## src/rtl/lcd_io_pkg.sv

```systemverilog
// constants, register map and pin tables for the lcd shared i/o ports
// assumes a 32-bit avalon-mm slave with byte addresses, one register per word
package lcd_io_pkg;

   // ==================================================================
   // register indices (byte address is four times the index)
   localparam logic [8:0] IDX_PORT_D_PINS      = 9'h008;
   localparam logic [8:0] IDX_PORT_E_PINS      = 9'h009;
   localparam logic [8:0] IDX_PORT_D_DIRECTION = 9'h088;
   localparam logic [8:0] IDX_PORT_E_DIRECTION = 9'h089;
   localparam logic [8:0] IDX_PORT_F_PINS      = 9'h107;
   localparam logic [8:0] IDX_PORT_G_PINS      = 9'h108;
   localparam logic [8:0] IDX_SEGMENT_PIN_EN   = 9'h10D;
   localparam logic [8:0] IDX_PORT_F_DIRECTION = 9'h187;
   localparam logic [8:0] IDX_PORT_G_DIRECTION = 9'h188;

   // ==================================================================
   // reset values
   localparam logic [7:0] RST_PINS_LATCH = 8'h00;
   localparam logic [7:0] RST_DIRECTION  = 8'hFF;
   localparam logic [7:0] RST_SEG_ENABLE = 8'hFF;

   // ==================================================================
   // port numbering inside the 32-bit pin vector (pin = port * 8 + bit)
   localparam int PORT_D = 0;
   localparam int PORT_E = 1;
   localparam int PORT_F = 2;
   localparam int PORT_G = 3;
   localparam int PIN_COUNT = 32;
   localparam int BIDIR_PINS = 5;     // port d bits 0..4
   localparam int COM_PIN_BASE = 5;   // port d bits 5..7 may be commons

   // ==================================================================
   // segment-enable bit that owns each pin, pin 31 first
   localparam logic [31:0][2:0] PIN_GROUP = {
      3'h6, {7{3'h5}},                       // g7 seg28, g6..g0 seg26..20
      {4{3'h4}}, {4{3'h3}},                  // f7..f4 seg19..16, f3..f0
      3'h6, {3{3'h2}}, {4{3'h1}},            // e7 seg27, e6..e4, e3..e0
      {3{3'h7}}, {5{3'h0}}                   // d7..d5 seg31..29, d4..d0
   };

   // segment driver number on each pin, pin 31 first
   localparam logic [31:0][4:0] PIN_SEGMENT = {
      5'h1C, 5'h1A, 5'h19, 5'h18, 5'h17, 5'h16, 5'h15, 5'h14,
      5'h13, 5'h12, 5'h11, 5'h10, 5'h0F, 5'h0E, 5'h0D, 5'h0C,
      5'h1B, 5'h0B, 5'h0A, 5'h09, 5'h08, 5'h07, 5'h06, 5'h05,
      5'h1F, 5'h1E, 5'h1D, 5'h04, 5'h03, 5'h02, 5'h01, 5'h00
   };

   // common driver number on port d bits 7..5 (d5 com3, d6 com2, d7 com1)
   localparam logic [2:0][1:0] PIN_COMMON = {2'h1, 2'h2, 2'h3};

   // ==================================================================
   // avalon response codes
   localparam logic [1:0] RESP_OKAY  = 2'h0;
   localparam logic [1:0] RESP_SLVERR = 2'h2;

   // ==================================================================
   // carried bundles
   typedef struct packed {
      logic [31:0] lane;    // one bit per pin
   } pin_vec_t;

   typedef struct packed {
      logic [3:0][7:0] direction;
      logic [3:0][7:0] latch;
      logic [7:0]      seg_en;
      logic [31:0]     sync1;
      logic [31:0]     sync2;
      logic            waitreq;
      logic [31:0]     rdata;
      logic [1:0]      resp;
      logic [31:0]     pin_out;
      logic [31:0]     pin_oe;
      logic [31:0]     lcd_owned;
   } state_t;

endpackage

```

## src/rtl/lcd_shared_io_ports.sv

```systemverilog
// ports d, e, f and g with pins shared between digital i/o and lcd drivers
// assumes the lcd timing logic runs on I_MCLK; pins are asynchronous
// Function
// RULE1: d0-d4 bidirectional or segments 0-4
// RULE2: d5-d7 input or seg29-31/com3-1
// RULE3: port e input or seg5-11, seg27
// RULE4: port f input or segments 12-19
// RULE5: port g input or seg20-26, seg28
// RULE6: after reset all shared pins are lcd
// RULE7: set enable bit overrides direction bits
// RULE8: software clears enable before digital use
// RULE9: enable register 8 bits, resets ones
// RULE10: clearing 27,5,9 frees e and g7
// RULE11: clearing 27,20 frees g and e7
// RULE12: direction registers reset to all ones
// RULE13: data latches reset to all zeros
// RULE14: data read returns pin levels
// RULE15: data write stores the output latch
// RULE16: bit-modify copies pin levels into latch
// RULE17: d direction only acts in digital mode
// RULE18: direction set input, clear drives latch
// RULE19: input-only pins never drive latch
`timescale 1ns/100ps
`default_nettype none

module lcd_shared_io_ports #(
   parameter int ADDR_WIDTH = 11
) (
   // clock and reset
   input  wire logic                  I_MCLK,
   input  wire logic                  I_NRST,
   // avalon-mm slave
   input  wire logic [ADDR_WIDTH-1:0] I_AVS_ADDRESS,
   input  wire logic                  I_AVS_READ,
   input  wire logic                  I_AVS_WRITE,
   input  wire logic [31:0]           I_AVS_WRITEDATA,
   input  wire logic [3:0]            I_AVS_BYTEENABLE,
   output logic      [31:0]           O_AVS_READDATA,
   output logic                       O_AVS_WAITREQUEST,
   output logic      [1:0]            O_AVS_RESPONSE,
   // lcd timing logic, same clock
   input  wire logic [31:0]           I_LCD_SEGMENT,
   input  wire logic [3:0]            I_LCD_COMMON,
   input  wire logic [2:0]            I_LCD_COM_SELECT,
   // package pins, d e f g packed as port * 8 + bit
   input  wire logic [31:0]           I_PIN_IN,
   output logic      [31:0]           O_PIN_OUT,
   output logic      [31:0]           O_PIN_OE,
   output logic      [31:0]           O_LCD_OWNED
);

   // ==================================================================
   // elaboration checks
   if (ADDR_WIDTH < 11) begin : g_addr_check
      $error("ADDR_WIDTH must cover byte address 0x620");
   end

   // ==================================================================
   // state and decode
   lcd_io_pkg::state_t state;
   lcd_io_pkg::state_t next_state;
   lcd_io_pkg::pin_vec_t lcd_level;
   lcd_io_pkg::pin_vec_t owned;

   logic [8:0] index;
   logic       aligned;
   logic       request;
   logic       take;

   assign index   = I_AVS_ADDRESS[10:2];
   assign aligned = (I_AVS_ADDRESS[1:0] == 2'h0);
   assign request = I_AVS_READ | I_AVS_WRITE;
   // a request is taken at the edge where waitrequest is seen low
   assign take    = request & ~state.waitreq;

   // ==================================================================
   // per-pin ownership and lcd drive level
   for (genvar p = 0; p < lcd_io_pkg::PIN_COUNT; p++) begin : g_pin
      // enable bit of the pin's group decides lcd or port ownership
      assign owned.lane[p] = state.seg_en[lcd_io_pkg::PIN_GROUP[p]]; // RULE7 RULE10 RULE11
      if (p >= lcd_io_pkg::COM_PIN_BASE && p < 8) begin : g_com
         // d5..d7 carry a common when the lcd logic asks for it
         assign lcd_level.lane[p] = I_LCD_COM_SELECT[p - lcd_io_pkg::COM_PIN_BASE]
            ? I_LCD_COMMON[lcd_io_pkg::PIN_COMMON[p - lcd_io_pkg::COM_PIN_BASE]]
            : I_LCD_SEGMENT[lcd_io_pkg::PIN_SEGMENT[p]]; // RULE2
      end else begin : g_seg
         assign lcd_level.lane[p] = I_LCD_SEGMENT[lcd_io_pkg::PIN_SEGMENT[p]]; // RULE1 RULE3 RULE4 RULE5
      end
   end

   // ==================================================================
   // next-state logic
   always_comb begin
      logic [7:0] rd_byte;
      logic       hit;
      logic [1:0] port;
      logic       is_dir;
      logic       is_pins;
      rd_byte = 8'h00;
      hit     = 1'b1;
      port    = 2'h0;
      is_dir  = 1'b0;
      is_pins = 1'b0;
      next_state = state;

      // two-stage synchroniser for the pad levels
      next_state.sync1 = I_PIN_IN;
      next_state.sync2 = state.sync1;

      // register decode
      case (index)
         lcd_io_pkg::IDX_PORT_D_PINS: begin
            port    = 2'(lcd_io_pkg::PORT_D);
            is_pins = 1'b1;
         end
         lcd_io_pkg::IDX_PORT_E_PINS: begin
            port    = 2'(lcd_io_pkg::PORT_E);
            is_pins = 1'b1;
         end
         lcd_io_pkg::IDX_PORT_F_PINS: begin
            port    = 2'(lcd_io_pkg::PORT_F);
            is_pins = 1'b1;
         end
         lcd_io_pkg::IDX_PORT_G_PINS: begin
            port    = 2'(lcd_io_pkg::PORT_G);
            is_pins = 1'b1;
         end
         lcd_io_pkg::IDX_PORT_D_DIRECTION: begin
            port   = 2'(lcd_io_pkg::PORT_D);
            is_dir = 1'b1;
         end
         lcd_io_pkg::IDX_PORT_E_DIRECTION: begin
            port   = 2'(lcd_io_pkg::PORT_E);
            is_dir = 1'b1;
         end
         lcd_io_pkg::IDX_PORT_F_DIRECTION: begin
            port   = 2'(lcd_io_pkg::PORT_F);
            is_dir = 1'b1;
         end
         lcd_io_pkg::IDX_PORT_G_DIRECTION: begin
            port   = 2'(lcd_io_pkg::PORT_G);
            is_dir = 1'b1;
         end
         lcd_io_pkg::IDX_SEGMENT_PIN_EN: begin
            port = 2'h0;
         end
         default: begin
            hit = 1'b0;
         end
      endcase
      hit = hit & aligned;

      // read mux: data reads see the pins, not the latch, so a
      // bit-modify sequence writes pin levels back into input bits
      if (is_pins) begin
         rd_byte = state.sync2[port * 8 +: 8]; // RULE14 RULE16
      end else if (is_dir) begin
         rd_byte = state.direction[port];
      end else begin
         rd_byte = state.seg_en;
      end

      // bus handshake: one wait cycle, then a one-cycle answer
      next_state.waitreq = ~(request & state.waitreq);
      if (request & state.waitreq) begin
         next_state.rdata = (hit & I_AVS_READ) ? {24'h000000, rd_byte} : 32'h00000000;
         next_state.resp  = hit ? lcd_io_pkg::RESP_OKAY : lcd_io_pkg::RESP_SLVERR;
      end

      // writes land on the edge that ends the request
      if (take & I_AVS_WRITE & hit & I_AVS_BYTEENABLE[0]) begin
         if (is_pins) begin
            next_state.latch[port] = I_AVS_WRITEDATA[7:0]; // RULE15
         end else if (is_dir) begin
            next_state.direction[port] = I_AVS_WRITEDATA[7:0];
         end else begin
            next_state.seg_en = I_AVS_WRITEDATA[7:0]; // RULE8 RULE9
         end
      end

      // pin drivers, registered so the pads see clean levels
      for (int p = 0; p < lcd_io_pkg::PIN_COUNT; p++) begin
         if (owned.lane[p]) begin
            // lcd owns the pad whatever the direction bit says
            next_state.pin_oe[p]  = 1'b1; // RULE6 RULE7
            next_state.pin_out[p] = lcd_level.lane[p];
         end else if (p < lcd_io_pkg::BIDIR_PINS) begin
            // d0..d4 in digital mode: direction set means input
            next_state.pin_oe[p]  = ~state.direction[lcd_io_pkg::PORT_D][p]; // RULE17 RULE18
            next_state.pin_out[p] = state.latch[lcd_io_pkg::PORT_D][p];
         end else begin
            // input-only pads ignore direction and latch alike
            next_state.pin_oe[p]  = 1'b0; // RULE19
            next_state.pin_out[p] = 1'b0;
         end
      end
      next_state.lcd_owned = owned.lane;
   end

   // ==================================================================
   // state register; reset hands every shared pad to the lcd
   always_ff @(posedge I_MCLK or negedge I_NRST) begin
      if (!I_NRST) begin
         state.direction <= {4{lcd_io_pkg::RST_DIRECTION}};  // RULE12
         state.latch     <= {4{lcd_io_pkg::RST_PINS_LATCH}}; // RULE13
         state.seg_en    <= lcd_io_pkg::RST_SEG_ENABLE;      // RULE6 RULE9
         state.sync1     <= 32'h00000000;
         state.sync2     <= 32'h00000000;
         state.waitreq   <= 1'b1; // busy while in reset
         state.rdata     <= 32'h00000000;
         state.resp      <= lcd_io_pkg::RESP_OKAY;
         state.pin_out   <= 32'h00000000;
         state.pin_oe    <= 32'hFFFFFFFF; // lcd drives from reset on
         state.lcd_owned <= 32'hFFFFFFFF;
      end else begin
         state <= next_state;
      end
   end

   // ==================================================================
   // outputs straight from flops
   assign O_AVS_READDATA    = state.rdata;
   assign O_AVS_WAITREQUEST = state.waitreq; // high idle, low one cycle per request
   assign O_AVS_RESPONSE    = state.resp;
   assign O_PIN_OUT         = state.pin_out;
   assign O_PIN_OE          = state.pin_oe;
   assign O_LCD_OWNED       = state.lcd_owned;

endmodule

`default_nettype wire

```

## config.mk

```make
export PLATFORM = sky130hd
export DESIGN_NAME = lcd_shared_io_ports
export DESIGN_NICKNAME = d
export VERILOG_FILES = /design/src/rtl/lcd_io_pkg.sv /design/src/rtl/lcd_shared_io_ports.sv
export SDC_FILE = /design/constraint.sdc
export NUM_CORES = 1
export LEC_CHECK = 0
export ABC_AREA = 1
export BUFFER_PORTS_ARGS = -buffer_cell sky130_fd_sc_hd__buf_2
export CAP_MARGIN = 20
export CORE_MARGIN = 1.5
export CORE_UTILIZATION = 54
export CTS_CLUSTER_DIAMETER = 100
export CTS_CLUSTER_SIZE = 8
export DETAILED_ROUTE_END_ITERATION = 16
export HOLD_SLACK_MARGIN = 0.02
export PLACE_DENSITY_LB_ADDON = 0.3
export SKIP_CTS_REPAIR_TIMING = 1
export SYNTH_ARGS = -nofsm -noshare
export SYNTH_HDL_FRONTEND = slang
export SYNTH_SLANG_ARGS = --single-unit
export TNS_END_PERCENT = 20
```

## constraint.sdc

```tcl
create_clock -name I_MCLK -period 3.5 [get_ports I_MCLK]
set_clock_uncertainty 0.05 [all_clocks]
set_input_delay 0.35 -clock I_MCLK [delete_from_list [all_inputs] [get_ports I_MCLK]]
set_output_delay 0.35 -clock I_MCLK [all_outputs]
set_load 0.1 [all_outputs]
```

== Yosys cells after proc, flatten, opt, wreduce, memory -nomap -nowiden ==
Index checks and enable logic that the tools add are counted.
Storage, ports and cells
  register bits: 267
  bits in latches: 0
  memory bits (writable): 0
  bits in read-only memories: 0
  memories: 0
Cells by class
  add/subtract/negate cells: 0
  $mul: 0
  divide/modulo/power cells: 0
  magnitude comparators: 2
  equality and inequality tests: 9
  shifts and indexed selects: 1
  muxes and demuxes: 61
  bitwise operators: 17
  reduce and logical (&&, ||, !) cells: 11
Operator list (count)
  32-bit bitwise mux: 2
  1-bit 2-to-1 mux: 50
  9-bit equality test, second input constant: 5
  8-bit 2-to-1 mux: 5
  32-bit by 6-bit indexed part select with 8-bit output: 1
  9-bit by 4-bit equality test with 1-bit output, second input constant: 2
  9-bit by 8-bit equality test with 1-bit output, second input constant: 2
  8-bit binary-select mux with 2-bit select: 1
  8-bit demux with 2-bit select: 1
  1-bit NOT: 9
  9-bit OR reduction: 1
  4-bit OR reduction: 2
  1-bit bitwise AND: 7
  2-bit one-hot mux with 3 select lines: 1
  3-bit AND reduction: 2
  2-bit OR reduction: 3
  2-bit by 3-bit less-than comparator with 1-bit output, second input constant: 1
  2-bit by 1-bit greater-or-equal comparator with 1-bit output, second input constant: 1
  2-bit zero test: 1
  2-bit 2-to-1 mux: 1
  2-bit AND reduction: 1
  1-bit logical AND: 1
  1-bit OR: 1

== Longest topological paths before layout ==
Gate-level depths: netlist of the first run.
  depth in word-level cells: 8
  gate-level depth with buffers: 14
  depth with buffers taken out: 13

== Least setup slack after synthesis of the first run ==
No wires, ideal clock.
  path kind: register to register
  start point: reg state (netlist bit O_AVS_WAITREQUEST)
  end point: reg state[259] (netlist name)
  library setup time: 60 ps
  arrival time: 1632 ps
  data required time: 3390 ps
  setup slack: 1757 ps
  stages on the path, launching flop included: 7
  path buffers: 0
  path through: dfstp_2 -> and3b_1 -> nand4_4 -> inv_4 -> nand2_2 -> nand2_1 -> nand2_1
Between the ends
  word-level cells in the longest chain between the ends: 6
Ends and longest elaborated chain
  from (decl): line lcd_shared_io_ports.sv:60  | lcd_io_pkg::state_t state;
  from (signal assigned): line lcd_shared_io_ports.sv:216  | state <= next_state;
  1-bit NOT: line lcd_shared_io_ports.sv:74  | assign take = request & ~state.waitreq;
  1-bit bitwise AND: line lcd_shared_io_ports.sv:74
  1-bit bitwise AND (3 in series): line lcd_shared_io_ports.sv:171  | if (take & I_AVS_WRITE & hit & I_AVS_BYTEENABLE[0]) begin
  3-bit AND reduction (no line)
Every way passes these cells.
A chain may end at the register's enable or synchronous reset.

== Final worst setup path of the first run ==
  start point: in I_AVS_ADDRESS[2]
  end point: reg state[206] (netlist name)
Between the ends
  word-level cells in the longest chain between the ends: 8
  elaborated cells on any way between the ends: 27
  classes of those cells: 2 x order compare; 9 x eq/ne; 6 x mux; 3 x bitwise; 7 x reduce/logical
Ends and longest elaborated chain
  from (decl): line lcd_shared_io_ports.sv:33  | input wire logic [ADDR_WIDTH-1:0] I_AVS_ADDRESS,
  9-bit equality test, or another cell as far along: line lcd_shared_io_ports.sv:111  | case (index)
  2-bit OR reduction (no line)
  2-bit one-hot mux with 3 select lines: line lcd_shared_io_ports.sv:111
  2-bit by 3-bit less-than comparator with 1-bit output (not written as such) or 2-bit by 1-bit greater-or-equal comparator with 1-bit output (tied branches): line lcd_shared_io_ports.sv:173  | next_state.latch[port] = I_AVS_WRITEDATA[7:0];
  1-bit logical AND (not written as such): line lcd_shared_io_ports.sv:173
  8-bit 2-to-1 mux (not written as such): line lcd_shared_io_ports.sv:173
  8-bit demux with 2-bit select: line lcd_shared_io_ports.sv:173
  32-bit bitwise mux: line lcd_shared_io_ports.sv:173
Several ways; a longest one is shown, not always the timed one.

==> results of run 1 <==
flip-flops by register name (all words and copies together) (netlist names):
register / flops
O_PIN_OUT: 32
state: 69
next_state: 40
O_PIN_OE: 5
O_AVS_READDATA: 8
O_LCD_OWNED: 8
O_AVS_RESPONSE: 1
O_AVS_WAITREQUEST: 1
final timing paths:
check | startpoint | end | slack, ns | cells past startpoint
worst max-delay path | I_AVS_ADDRESS[2] | state[206]$_DFFE_PN0P_ | 1.43 | 13
worst min-delay path | I_NRST | next_state[150]$_DFF_PN0_ | -0.03 | 1
worst max register to register | O_AVS_WAITREQUEST$_DFF_PN1_ | state[265]$_DFFE_PN1P_ | 1.97 | 6
worst min register to register | next_state[153]$_DFF_PN0_ | state[153]$_DFF_PN0_ | 0.30 | 0
max in group asynchronous | I_NRST | state[250]$_DFFE_PN1P_ | 2.55 | 2
min in group I_MCLK | I_LCD_SEGMENT[25] | O_PIN_OUT[29]$_DFF_PN0_ | 0.06 | 3
area by class of cell:
cell class                 count  area, sq um
fill                        1104         4690
sequential                   164         4170
multi-input combinational    389         1780
timing repair buffer         236         1360
clock buffer                  17          425
inverter                      93          352
tap                          176          220
clock inverter                15          141
power breakdown:
group	switching (mW)	total, mW	internal (mW)	leakage [nW]
sequential	0.0189	1.97	1.95	1.91
combinational	0.392	0.487	0.0956	2.50
clock	0.814	1.75	0.939	0.266
total	1.22	4.21	2.99	4.67
worst max-delay path, delay by kind of cell:
family,cells,cell delay [ns]
AND/OR/NAND/NOR,10,1.77
buffers and inverters,2,0.17
AO/OA/AOI/OAI,1,0.09
cell families after synthesis:
kind of cell,Yosys count,synth area share (%)
simple gates,319,20.1
other cells,1,0.0519
buf+inv,231,18.9
compound gates,45,3.26
flops,164,57.7
stage by stage:
stage	cell area (sq um)	instances	util, %	setup slack [ns]	total power, mW
6_report	8450	1090	64.3	1.43	4.21
5_1_grt	8450	1090	64.3	1.21	4.36
4_1_cts	8130	1058	61.9	1.41	4.23
3_5_place_dp	7560	1026	57.6	0.970	2.47
3_3_place_gp	7560	1026	57.6	1.02	2.46
2_1_floorplan	7320	784	-	1.76	2.38
placed cells by master, fill, tap and decap left out, drive strengths merged, types with 4 or more instances in the layout:
cell and count:
o21ai 38, nand3 27, clkbuf 17, nand4 4
nand3b 8, a21oi 6, clkinvlp 4, nor2 29
buf 204, or2 14, inv 101, conb 25
dfrtp 110, dlygate4sd3 32, dfstp 54, nand2 235
per-layer routing:
| metal | wire length [microns] | GRT usage (%) |
|---|---|---|
| met5 | 0 | 0 |
| met4 | 218 | 7.38 |
| met3 | 971 | 5.74 |
| met2 | 7370 | 35.5 |
| met1 | 5460 | 23.9 |
==> summary.md, run 1 <==
| Metric | Value |
|---|---|
| Status | finished with violations |
| Violated checks | hold timing |
| # rows | 42 |
| Boundary pin count | roughly 250 |
| Worst Path Arrival | around 2.4 ns |
| Core area | about 13,000 sq um |
| Final TNS setup | 0 ns |
| Post-DR vias/cell | approximately 4.5 |
| Cell taking the most area after synthesis | dfrtp_1 |
| DP Wirelength | just under 10,000 microns |
| Synth cell types | 32 |
| Worst-Margin Slew | about 0.89 ns |
| Routed via count | slightly below 5,000 |
| Final Cycle Share | 59.3% |
| Pin count of the biggest net entering global routing | 106 |
| Main synth FF type | dfrtp_1 |
| Post-Syn Area per Cell | between 9 and 10 sq um |
| Final net count | about 1,000 |
| Tmin final | between 2 and 2.5 ns |
| Die height | between 100 and 150 microns |
| Clk slew on worst S/H paths | 0.06 ns |
| Initial Util | ~55% |
| Pins over their slew limit | 0 |
| VDD IR max | between 300 and 400 uV |
| First-pass GRT wire length | 21,900 microns |
| Synth warn | 0 |
| Root Buffer | clkbuf_16 |
| Die area | 14,100 sq um |
| Critical Path Fanout Max | 19 |
| Yosys reg bits | 164 |
| TritonRoute pass-1 iters | 4 |
| Max-slew headroom | between 40% and 50% |
| DR iter-0 viols | around 230 |
| Gp weighted congestion | 0.833 |
| Max Freq | between 400 and 500 MHz |
| Final setup violation count | 0 |
| Post-synth top cells | 229 x nand2_1, 131 x buf_4, 110 x dfrtp_1 |
| Fin Hold WS | -0.0340 ns |
| Wirelength per Cell | 12.9 microns |
| Register area share after synthesis | between 50% and 60% |
| CP required | 3.80 ns |
| Total GRT Usage | about a fifth |
| Dominant cells by area after synthesis | dfrtp_1 38%, dfstp_2 20%, buf_4 14% |
| Setup CP Type | input pin to flop |
| Number of global-route vias before repair | 4,432 |
| Startpoint Class | input pin |
| RSZ-0062 raised after global routing | false |
| Count leader, synth | nand2_1 |
| Post-synth EDFFs | 0 |
| Max incr delay on CP | roughly 0.4 ns |
| Worst-Skew Late Latency | about 0.42 ns |
| Netlist Area Pre-Place | between 7000 and 8000 sq um |
| Die X | between 100 and 150 microns |
| Diode count | 0 |
| Number of max-cap violations | 0 |
| Most used cell, CP | nand2_1 |
| Worst path slowest cell | nor2_4 |
| Critical Path, Cell by Cell | buf_2 > inv_1 > nand2_1 > nor2_1 > nand2_1 > nand2_1 > nand2_2 > nand2_1 > nor2_4 > nand2_1 > nor2_4 > nand2_1 > o21ai_1 |
| Leakage | 4.67 nW |
| Endpoints failing hold | 37 |
| CTS buffer count | 17 |
| H-tree levels | 4 |
| Crit. End Element | flop |
| Mapped Cells | 760 |
| Initial antenna violation count | 0 |
| GRT overflow | 0 |
| Max clock buf depth | 2 |
| Post-Route WL | approximately 14,000 microns |
| Total power per unit cell area | ~500 nW/um^2 |
| Port bufs | 199 |
| Fraction of registers with async set/reset | 100% |
| Layout cells sized above 1 | between 30% and 40% |
| Hold Path Class | input pin to asynchronous set/reset pin |
| Sink Count | approximately 160 |
| Residual DRC | 0 |
| TritonCTS clock tree | done |
| Synthesis-to-finish area growth | 17.0% |
| Top-area cell type share of the netlist area | 38.1% |
| Routed Antenna Nets | 0 |
Power figures use the tool's default switching activity.
==> run 2: changes to the inputs <==
--- a/config.mk
+++ b/config.mk
@@ -9,7 +9,7 @@
 export BUFFER_PORTS_ARGS = -buffer_cell sky130_fd_sc_hd__buf_2
 export CAP_MARGIN = 20
 export CORE_MARGIN = 1.5
-export CORE_UTILIZATION = 54
+export CORE_UTILIZATION = 50
 export CTS_CLUSTER_DIAMETER = 100
 export CTS_CLUSTER_SIZE = 8
 export DETAILED_ROUTE_END_ITERATION = 16
==> constraint.sdc (replaced) <==
create_clock -name I_MCLK -period 2 [get_ports I_MCLK]
set_clock_uncertainty 0.05 [all_clocks]
set_input_delay 0.2 -clock I_MCLK [delete_from_list [all_inputs] [get_ports I_MCLK]]
set_output_delay 0.2 -clock I_MCLK [all_outputs]
set_load 0.1 [all_outputs]
==> run 2 against run 1 <==
Compared with the run above:
- sequential power rose by 75%
- core utilization is 0.44 points higher
- first-iteration DRC count fell by 15%
- power is 82% higher
- critical path type is now flop to output port
- the flow now finishes without violations
- die area rose by 7.8%
- cell area grew 7.2%
- sequential share of layout area down 3.3 points
- clock power is 87% higher
- global-route usage fell by 1.1 points
- largest cell class unchanged
- worst setup slack worse by 1.2 ns
- register-to-register slack worse by 1.5 ns
- via count increased by 3.1%
==> summary.md, run 2 (synthesis results as in run 1) <==
| Metric | Value |
|---|---|
| Pins over their slew limit | 0 |
| Status | complete, no violations |
| Layout cells sized above 1 | a little over a third |
| Wirelength per Cell | about 13 microns |
| Max FFs per register | roughly 70 |
| Diode count | 0 |
| Critical Path, Cell by Cell | buf_2 |
| Total GRT Usage | a little under a fifth |
| Number of max-cap violations | 0 |
| TritonCTS clock tree | done |
| Port bufs | 199 |
| Most common library cell in the layout ignoring fill and taps | nand2_1 |
| Synthesis-to-finish area growth | 25.4% |
| Routed via count | roughly 5,000 |
| Die area | about 15,000 sq um |
| Sequential share of power | 45.0% |
| Setup CP Type | flop to output port |
| # rows | 43 |
| Power Internal | between 5 and 6 mW |
| Max-slew headroom | around two thirds |
| Max clock buf depth | 2 |
| Crit. End Element | output port |
| Hold depth | 3 |
| TritonRoute pass-1 iters | 5 |
| Max incr delay on CP | 0.62 ns |
| Pin count of the biggest net entering global routing | slightly below 60 |
| Critical Path Fanout Max | 14 |
| Total power per unit cell area | about 850 nW/um^2 |
| DP Wirelength | 10,300 microns |
| Worst Path Arrival | about 1.5 ns |
| DR iter-0 viols | about 190 |
| Hold Path Class | input pin to flop |
| Post-DR vias/cell | 4.37 |
| Pre-CTS WS | 0.0996 ns |
| VDD IR max | between 600 and 700 uV |
| Die X | 123 microns |
| Final setup violation count | 0 |
| Sink Count | between 150 and 200 |
| CTS buffer count | 17 |
| Buf+Inv Stages, Crit Path | 1 |
| Final Cycle Share | between 80 and 90% |
| Psw | around 2 mW |
| Residual DRC | 0 |
| Final net count | between 1,000 and 1,500 |
| Hold EP | state[245]$_DFFE_PN1P_ |
| CP required | 1.75 ns |
| Leakage | approximately 5 nW |
| Core area | 14,000 sq um |
| Final TNS setup | 0 ns |
| Number of global-route vias before repair | around 4,400 |
| CP delay by family, top | flip-flops |
| Switch share | 26.3% |
| Clk slew on worst S/H paths | 0.06 ns |
| Die height | around 120 microns |
| Post-Route WL | 14,900 microns |
| Boundary pin count | roughly 250 |
| Gate power share | roughly an eighth |
| First-pass GRT wire length | 21,400 microns |
| Initial Util | 51.7% |
| H-tree levels | 4 |
| Endpoints failing hold | 0 |
| Fin Hold WS | around 0.020 ns |
| RR Startpoint | next_state[5]$_DFFE_PN1P_ |
| Clk pwr share | between 40% and 50% |
| Most frequent cells in the layout | 229 x nand2_1, 198 x buf_2, 110 x dfrtp_1 |
| Worst setup margin | between 0.2 and 0.3 ns |
| Hold Crit Start | I_AVS_WRITEDATA[2] |
| Worst-Skew Late Latency | roughly 0.42 ns |
| Worst-Margin Slew | roughly 0.52 ns |
| RSZ-0062 raised after global routing | false |
| Root Buffer | clkbuf_16 |
| Initial antenna violation count | 0 |
| Fin util | between 60 and 70% |
| Startpoint Class | flop |
| Reg2reg setup slack | roughly 0.47 ns |
| RR Endpoint | O_PIN_OUT[7]$_DFF_PN0_ |
| Most flops, register | state |
| GRT overflow | 0 |
| Gp weighted congestion | ~0.82 |
| R2R depth | 3 |
| Routed Antenna Nets | 0 |
| Tmin final | 1.74 ns |
| Max Freq | roughly 570 MHz |
| Worst path slowest cell | dfstp_2 |
-- run 2: worst max-delay path by stage --
stage | cells past startpoint | end | slack (ns) | startpoint
2_1_floorplan | 6 | state[259]$_DFFE_PN1P_ | 0.26 | O_AVS_WAITREQUEST$_DFF_PN1_
3_3_place_gp | 14 | O_AVS_READDATA[4]$_DFFE_PN0P_ | 0.11 | I_AVS_ADDRESS[6]
3_5_place_dp | 14 | state[241]$_DFFE_PN1P_ | 0.1 | I_AVS_ADDRESS[6]
4_1_cts | 1 | O_PIN_OE[25] | 0.23 | O_LCD_OWNED[30]$_DFF_PN1_
5_1_grt | 1 | O_PIN_OE[26] | 0.18 | O_LCD_OWNED[30]$_DFF_PN1_
6_report | 1 | O_PIN_OE[25] | 0.26 | O_LCD_OWNED[30]$_DFF_PN1_
-- run 2: cell type report --
class | instances | area, sq um
Fill cell | 1133 | 4930
Sequential cell | 164 | 4170
Timing Repair Buffer | 289 | 1930
Multi-Input combinational cell | 389 | 1780
Clock buffer | 20 | 447
Inverter | 93 | 352
Tap cell | 180 | 225
Clock inverter | 12 | 156
-- run 2: metal layers --
layer / track usage [%] / vias to the layer above / wire length (microns)
met1: 23.5 / 2254 / 6060
li1: - / 2544 / -
met2: 32.3 / 193 / 7670
met5: 0 / - / 0
met4: 7.83 / 0 / 211
met3: 5.03 / 17 / 908
-- run 2: power groups by stage --
stage | clock network [mW] | logic, mW | registers [mW]
after floorplan | 0 | 0.645 | 3.52
after global placement | 0 | 0.822 | 3.51
after detailed placement | 0 | 0.824 | 3.51
after CTS | 3.35 | 0.825 | 3.45
after global routing | 3.52 | 0.990 | 3.46
final | 3.28 | 0.932 | 3.45
-- run 2: metrics by stage --
step / power (mW) / cell area [sq um] / std cells
3_5_place_dp: 4.33 / 7710 / 1040
2_1_floorplan: 4.16 / 7320 / 784
6_report: 7.67 / 9060 / 1147
4_1_cts: 7.63 / 8310 / 1072
5_1_grt: 7.97 / 9060 / 1147
3_3_place_gp: 4.33 / 7710 / 1040
==> run 3: changes to the inputs <==
--- a/config.mk
+++ b/config.mk
@@ -5,11 +5,10 @@
 export SDC_FILE = /design/constraint.sdc
 export NUM_CORES = 1
 export LEC_CHECK = 0
-export ABC_AREA = 1
 export BUFFER_PORTS_ARGS = -buffer_cell sky130_fd_sc_hd__buf_2
-export CAP_MARGIN = 20
+export CAP_MARGIN = 10
 export CORE_MARGIN = 1.5
-export CORE_UTILIZATION = 50
+export CORE_UTILIZATION = 49
 export CTS_CLUSTER_DIAMETER = 100
 export CTS_CLUSTER_SIZE = 8
 export DETAILED_ROUTE_END_ITERATION = 16
==> run 3 against run 2 <==
Compared with the run above:
- register-to-register slack lost 0.33 ns
- global-route usage is 0.17 points higher
- final cell count shrank 21%
- critical endpoint is now state[241]$_DFFE_PN1P_
- largest cell class unchanged
- largest power group unchanged
==> summary.md, run 3 <==
| Metric | Value |
|---|---|
| Status | complete, no violations |
| Max Freq | 536 MHz |
| Register area share after synthesis | roughly three fifths |
| Layout cells sized above 1 | between 50% and 60% |
| Cell taking the most area after synthesis | dfrtp_1 |
| Final Cycle Share | ~93% |
| Root Buffer | clkbuf_16 |
| Die X | between 100 and 150 microns |
| VDD IR max | between 400 and 500 uV |
| Post-Route WL | between 10,000 and 15,000 microns |
| Crit. End Element | flop |
| Setup CP Type | flop to flop |
| Sink Count | roughly 160 |
| Die area | around 15,000 sq um |
| Number of global-route vias before repair | between 4,000 and 5,000 |
| Dpl cells | between 800 and 900 |
| Synthesis-to-finish area growth | 26.1% |
| Post-DR vias/cell | a little under 5 |
| Post-Syn Area per Cell | between 10 and 15 sq um |
| DP Wirelength | a little over 10,000 microns |
| Switch share | between 20% and 30% |
| Hold Path Class | input pin to flop |
| Initial antenna violation count | 0 |
| Post-synth EDFFs | 0 |
| Die height | 121 microns |
| Sequential share of power | roughly 46% |
| Synth cell types | 46 |
| Boundary pin count | 253 |
| Max clock buf depth | 2 |
| H-tree levels | 4 |
| Startpoint Class | flop |
| Psw | ~2.0 mW |
| Gp weighted congestion | roughly 0.82 |
| TritonRoute pass-1 iters | 4 |
| Fraction of registers with async set/reset | between 90% and 100% |
| CP required | about 2.3 ns |
| Largest family of logic cells by synthesized area | buffers and inverters |
| Netlist Area Pre-Place | between 6000 and 7000 sq um |
| Synth Area in Compound Gates | between 7 and 8% |
| Worst-Margin Slew | just over 0.7 ns |
| Core area | roughly 14,000 sq um |
| # rows | 43 |
| Port bufs | a little under 200 |
| Final setup violation count | 0 |
| GRT overflow | 0 |
| Total power per unit cell area | between 800 and 900 nW/um^2 |
| Reg2reg setup slack | 0.14 ns |
| Most common library cell in the layout ignoring fill and taps | buf_2 |
| TritonCTS clock tree | done |
| Top-area cell type share of the netlist area | roughly 40% |
| Routed Antenna Nets | 0 |
| Max FFs per register | 69 |
| Mapped Cells | between 500 and 600 |
| CTS buffer count | 17 |
| Final instance count without filler cells | approximately 910 |
| Post-synthesis adder-cell area fraction | 0% |
| Final net count | roughly 840 |
| Mux share of post-synthesis cell area | under 10% |
| Final TNS setup | 0 ns |
| RSZ-0062 raised after global routing | false |
| Synth Area in XOR/XNOR | less than 1% |
| Endpoints failing hold | 0 |
| Gate power share | 11.9% |
| Dominant cells by area after synthesis | dfrtp_1 40%, dfstp_2 21%, buf_4 14% |
| Total GRT Usage | 19.3% |
| Worst-Skew Late Latency | roughly 0.42 ns |
| Pins over their slew limit | 0 |
| Max-slew headroom | ~52% |
| Yosys reg bits | 164 |
| Clk pwr share | a little over two fifths |
| DR iter-0 viols | about 180 |
| Count leader, synth | buf_4 |
| Fin Hold WS | between 0.04 and 0.05 ns |
| Most flops, register | state |
| Residual DRC | 0 |
| Most frequent cells in the layout | 198 x buf_2, 110 x dfrtp_1, 68 x dlygate4sd3_1 |
| Leakage | approximately 4.3 nW |
| Worst Path Arrival | ~2.2 ns |
| Number of fill cells | about 1,100 |
| First-pass GRT wire length | between 20,000 and 25,000 microns |
| Main synth FF type | dfrtp_1 |
| Clk slew on worst S/H paths | approximately 0.060 ns |
| Critical Path Fanout Max | 8 |
| Pin count of the biggest net entering global routing | 46 |
| Wirelength per Cell | roughly 16 microns |
| Synth warn | 0 |
| Initial Util | between 40% and 50% |
| Post-Synth Simple-Gate Area | under 10% |
| Diode count | 0 |
| Power Internal | ~5.5 mW |
| Routed via count | around 4,400 |
| Number of max-cap violations | 0 |
| Post-synth top cells | 131 x buf_4, 110 x dfrtp_1, 54 x dfstp_2 |
| Tmin final | 1.86 ns |
[run 3: through the flow]
step | util [%] | cell area [sq um] | power, mW | worst slack, ns
floorplan | - | 6950 | 4.11 | 0.0269
global placement | 53.7 | 7400 | 4.28 | -0.0368
detailed placement | 53.7 | 7400 | 4.30 | -0.119
CTS | 57.9 | 7970 | 7.42 | 0.145
global route | 62.8 | 8650 | 7.75 | 0.0998
finish | 62.8 | 8650 | 7.46 | 0.136
[run 3: worst paths after layout]
path / startpoint / end / cells past startpoint
min in group asynchronous: I_NRST / O_PIN_OUT[6]$_DFF_PN0_ / 2
hold reg to reg: next_state[161]$_DFF_PN0_ / state[161]$_DFF_PN0_ / 0
setup reg to reg: O_AVS_WAITREQUEST$_DFF_PN1_ / state[241]$_DFFE_PN1P_ / 4
max in group asynchronous: I_NRST / O_LCD_OWNED[14]$_DFF_PN1_ / 3
setup / recovery: O_AVS_WAITREQUEST$_DFF_PN1_ / state[241]$_DFFE_PN1P_ / 4
hold / removal: I_AVS_WRITEDATA[6] / next_state[15]$_DFFE_PN1P_ / 2
[run 3: per-layer routing]
metal,vias up,share of wire [%],wire [microns],global-route usage [%]
li1,2021,-,-,-
met1,2182,40,5800,23.3
met2,178,52,7580,31.8
met3,23,5.7,830,6.02
met4,0,2.1,308,8.60
met5,-,0,0,0
[run 3: logic make-up (layout without fill, tap and decap cells)]
group / count (synthesis) / count (layout)
AOI/OAI and AO/OA: 69 / 69
xor gates and xnor gates: 1 / 1
buffers and inverters: 144 / 331
muxes: 53 / 53
other: 1 / 25
DFF: 164 / 164
and+or+nand+nor: 86 / 86
[run 3: power groups by stage]
stage	Sequential (mW)	Combinational [mW]	Clock, mW
finish	3.45	0.889	3.12
global route	3.46	0.942	3.36
CTS	3.45	0.788	3.18
detailed placement	3.51	0.787	0
global placement	3.50	0.777	0
floorplan	3.51	0.596	0
[run 3: cell type report]
class	instances	area (sq um)	share of cell area (%)
clock inverters	13	124	1.43
clock buffers	19	453	5.23
multi-input cells	234	1720	19.9
repair buffers	298	1950	22.6
well taps	180	225	2.60
flip-flops and latches	164	4170	48.2
inverters	1	3.75	0.0434
[run 3: critical path, stage by stage (launching register included)]
cell	delay, ns
dfstp_2	0.38
and4b_1	0.32
o2111ai_1	0.18
a21oi_2	0.45
mux2_2	0.40
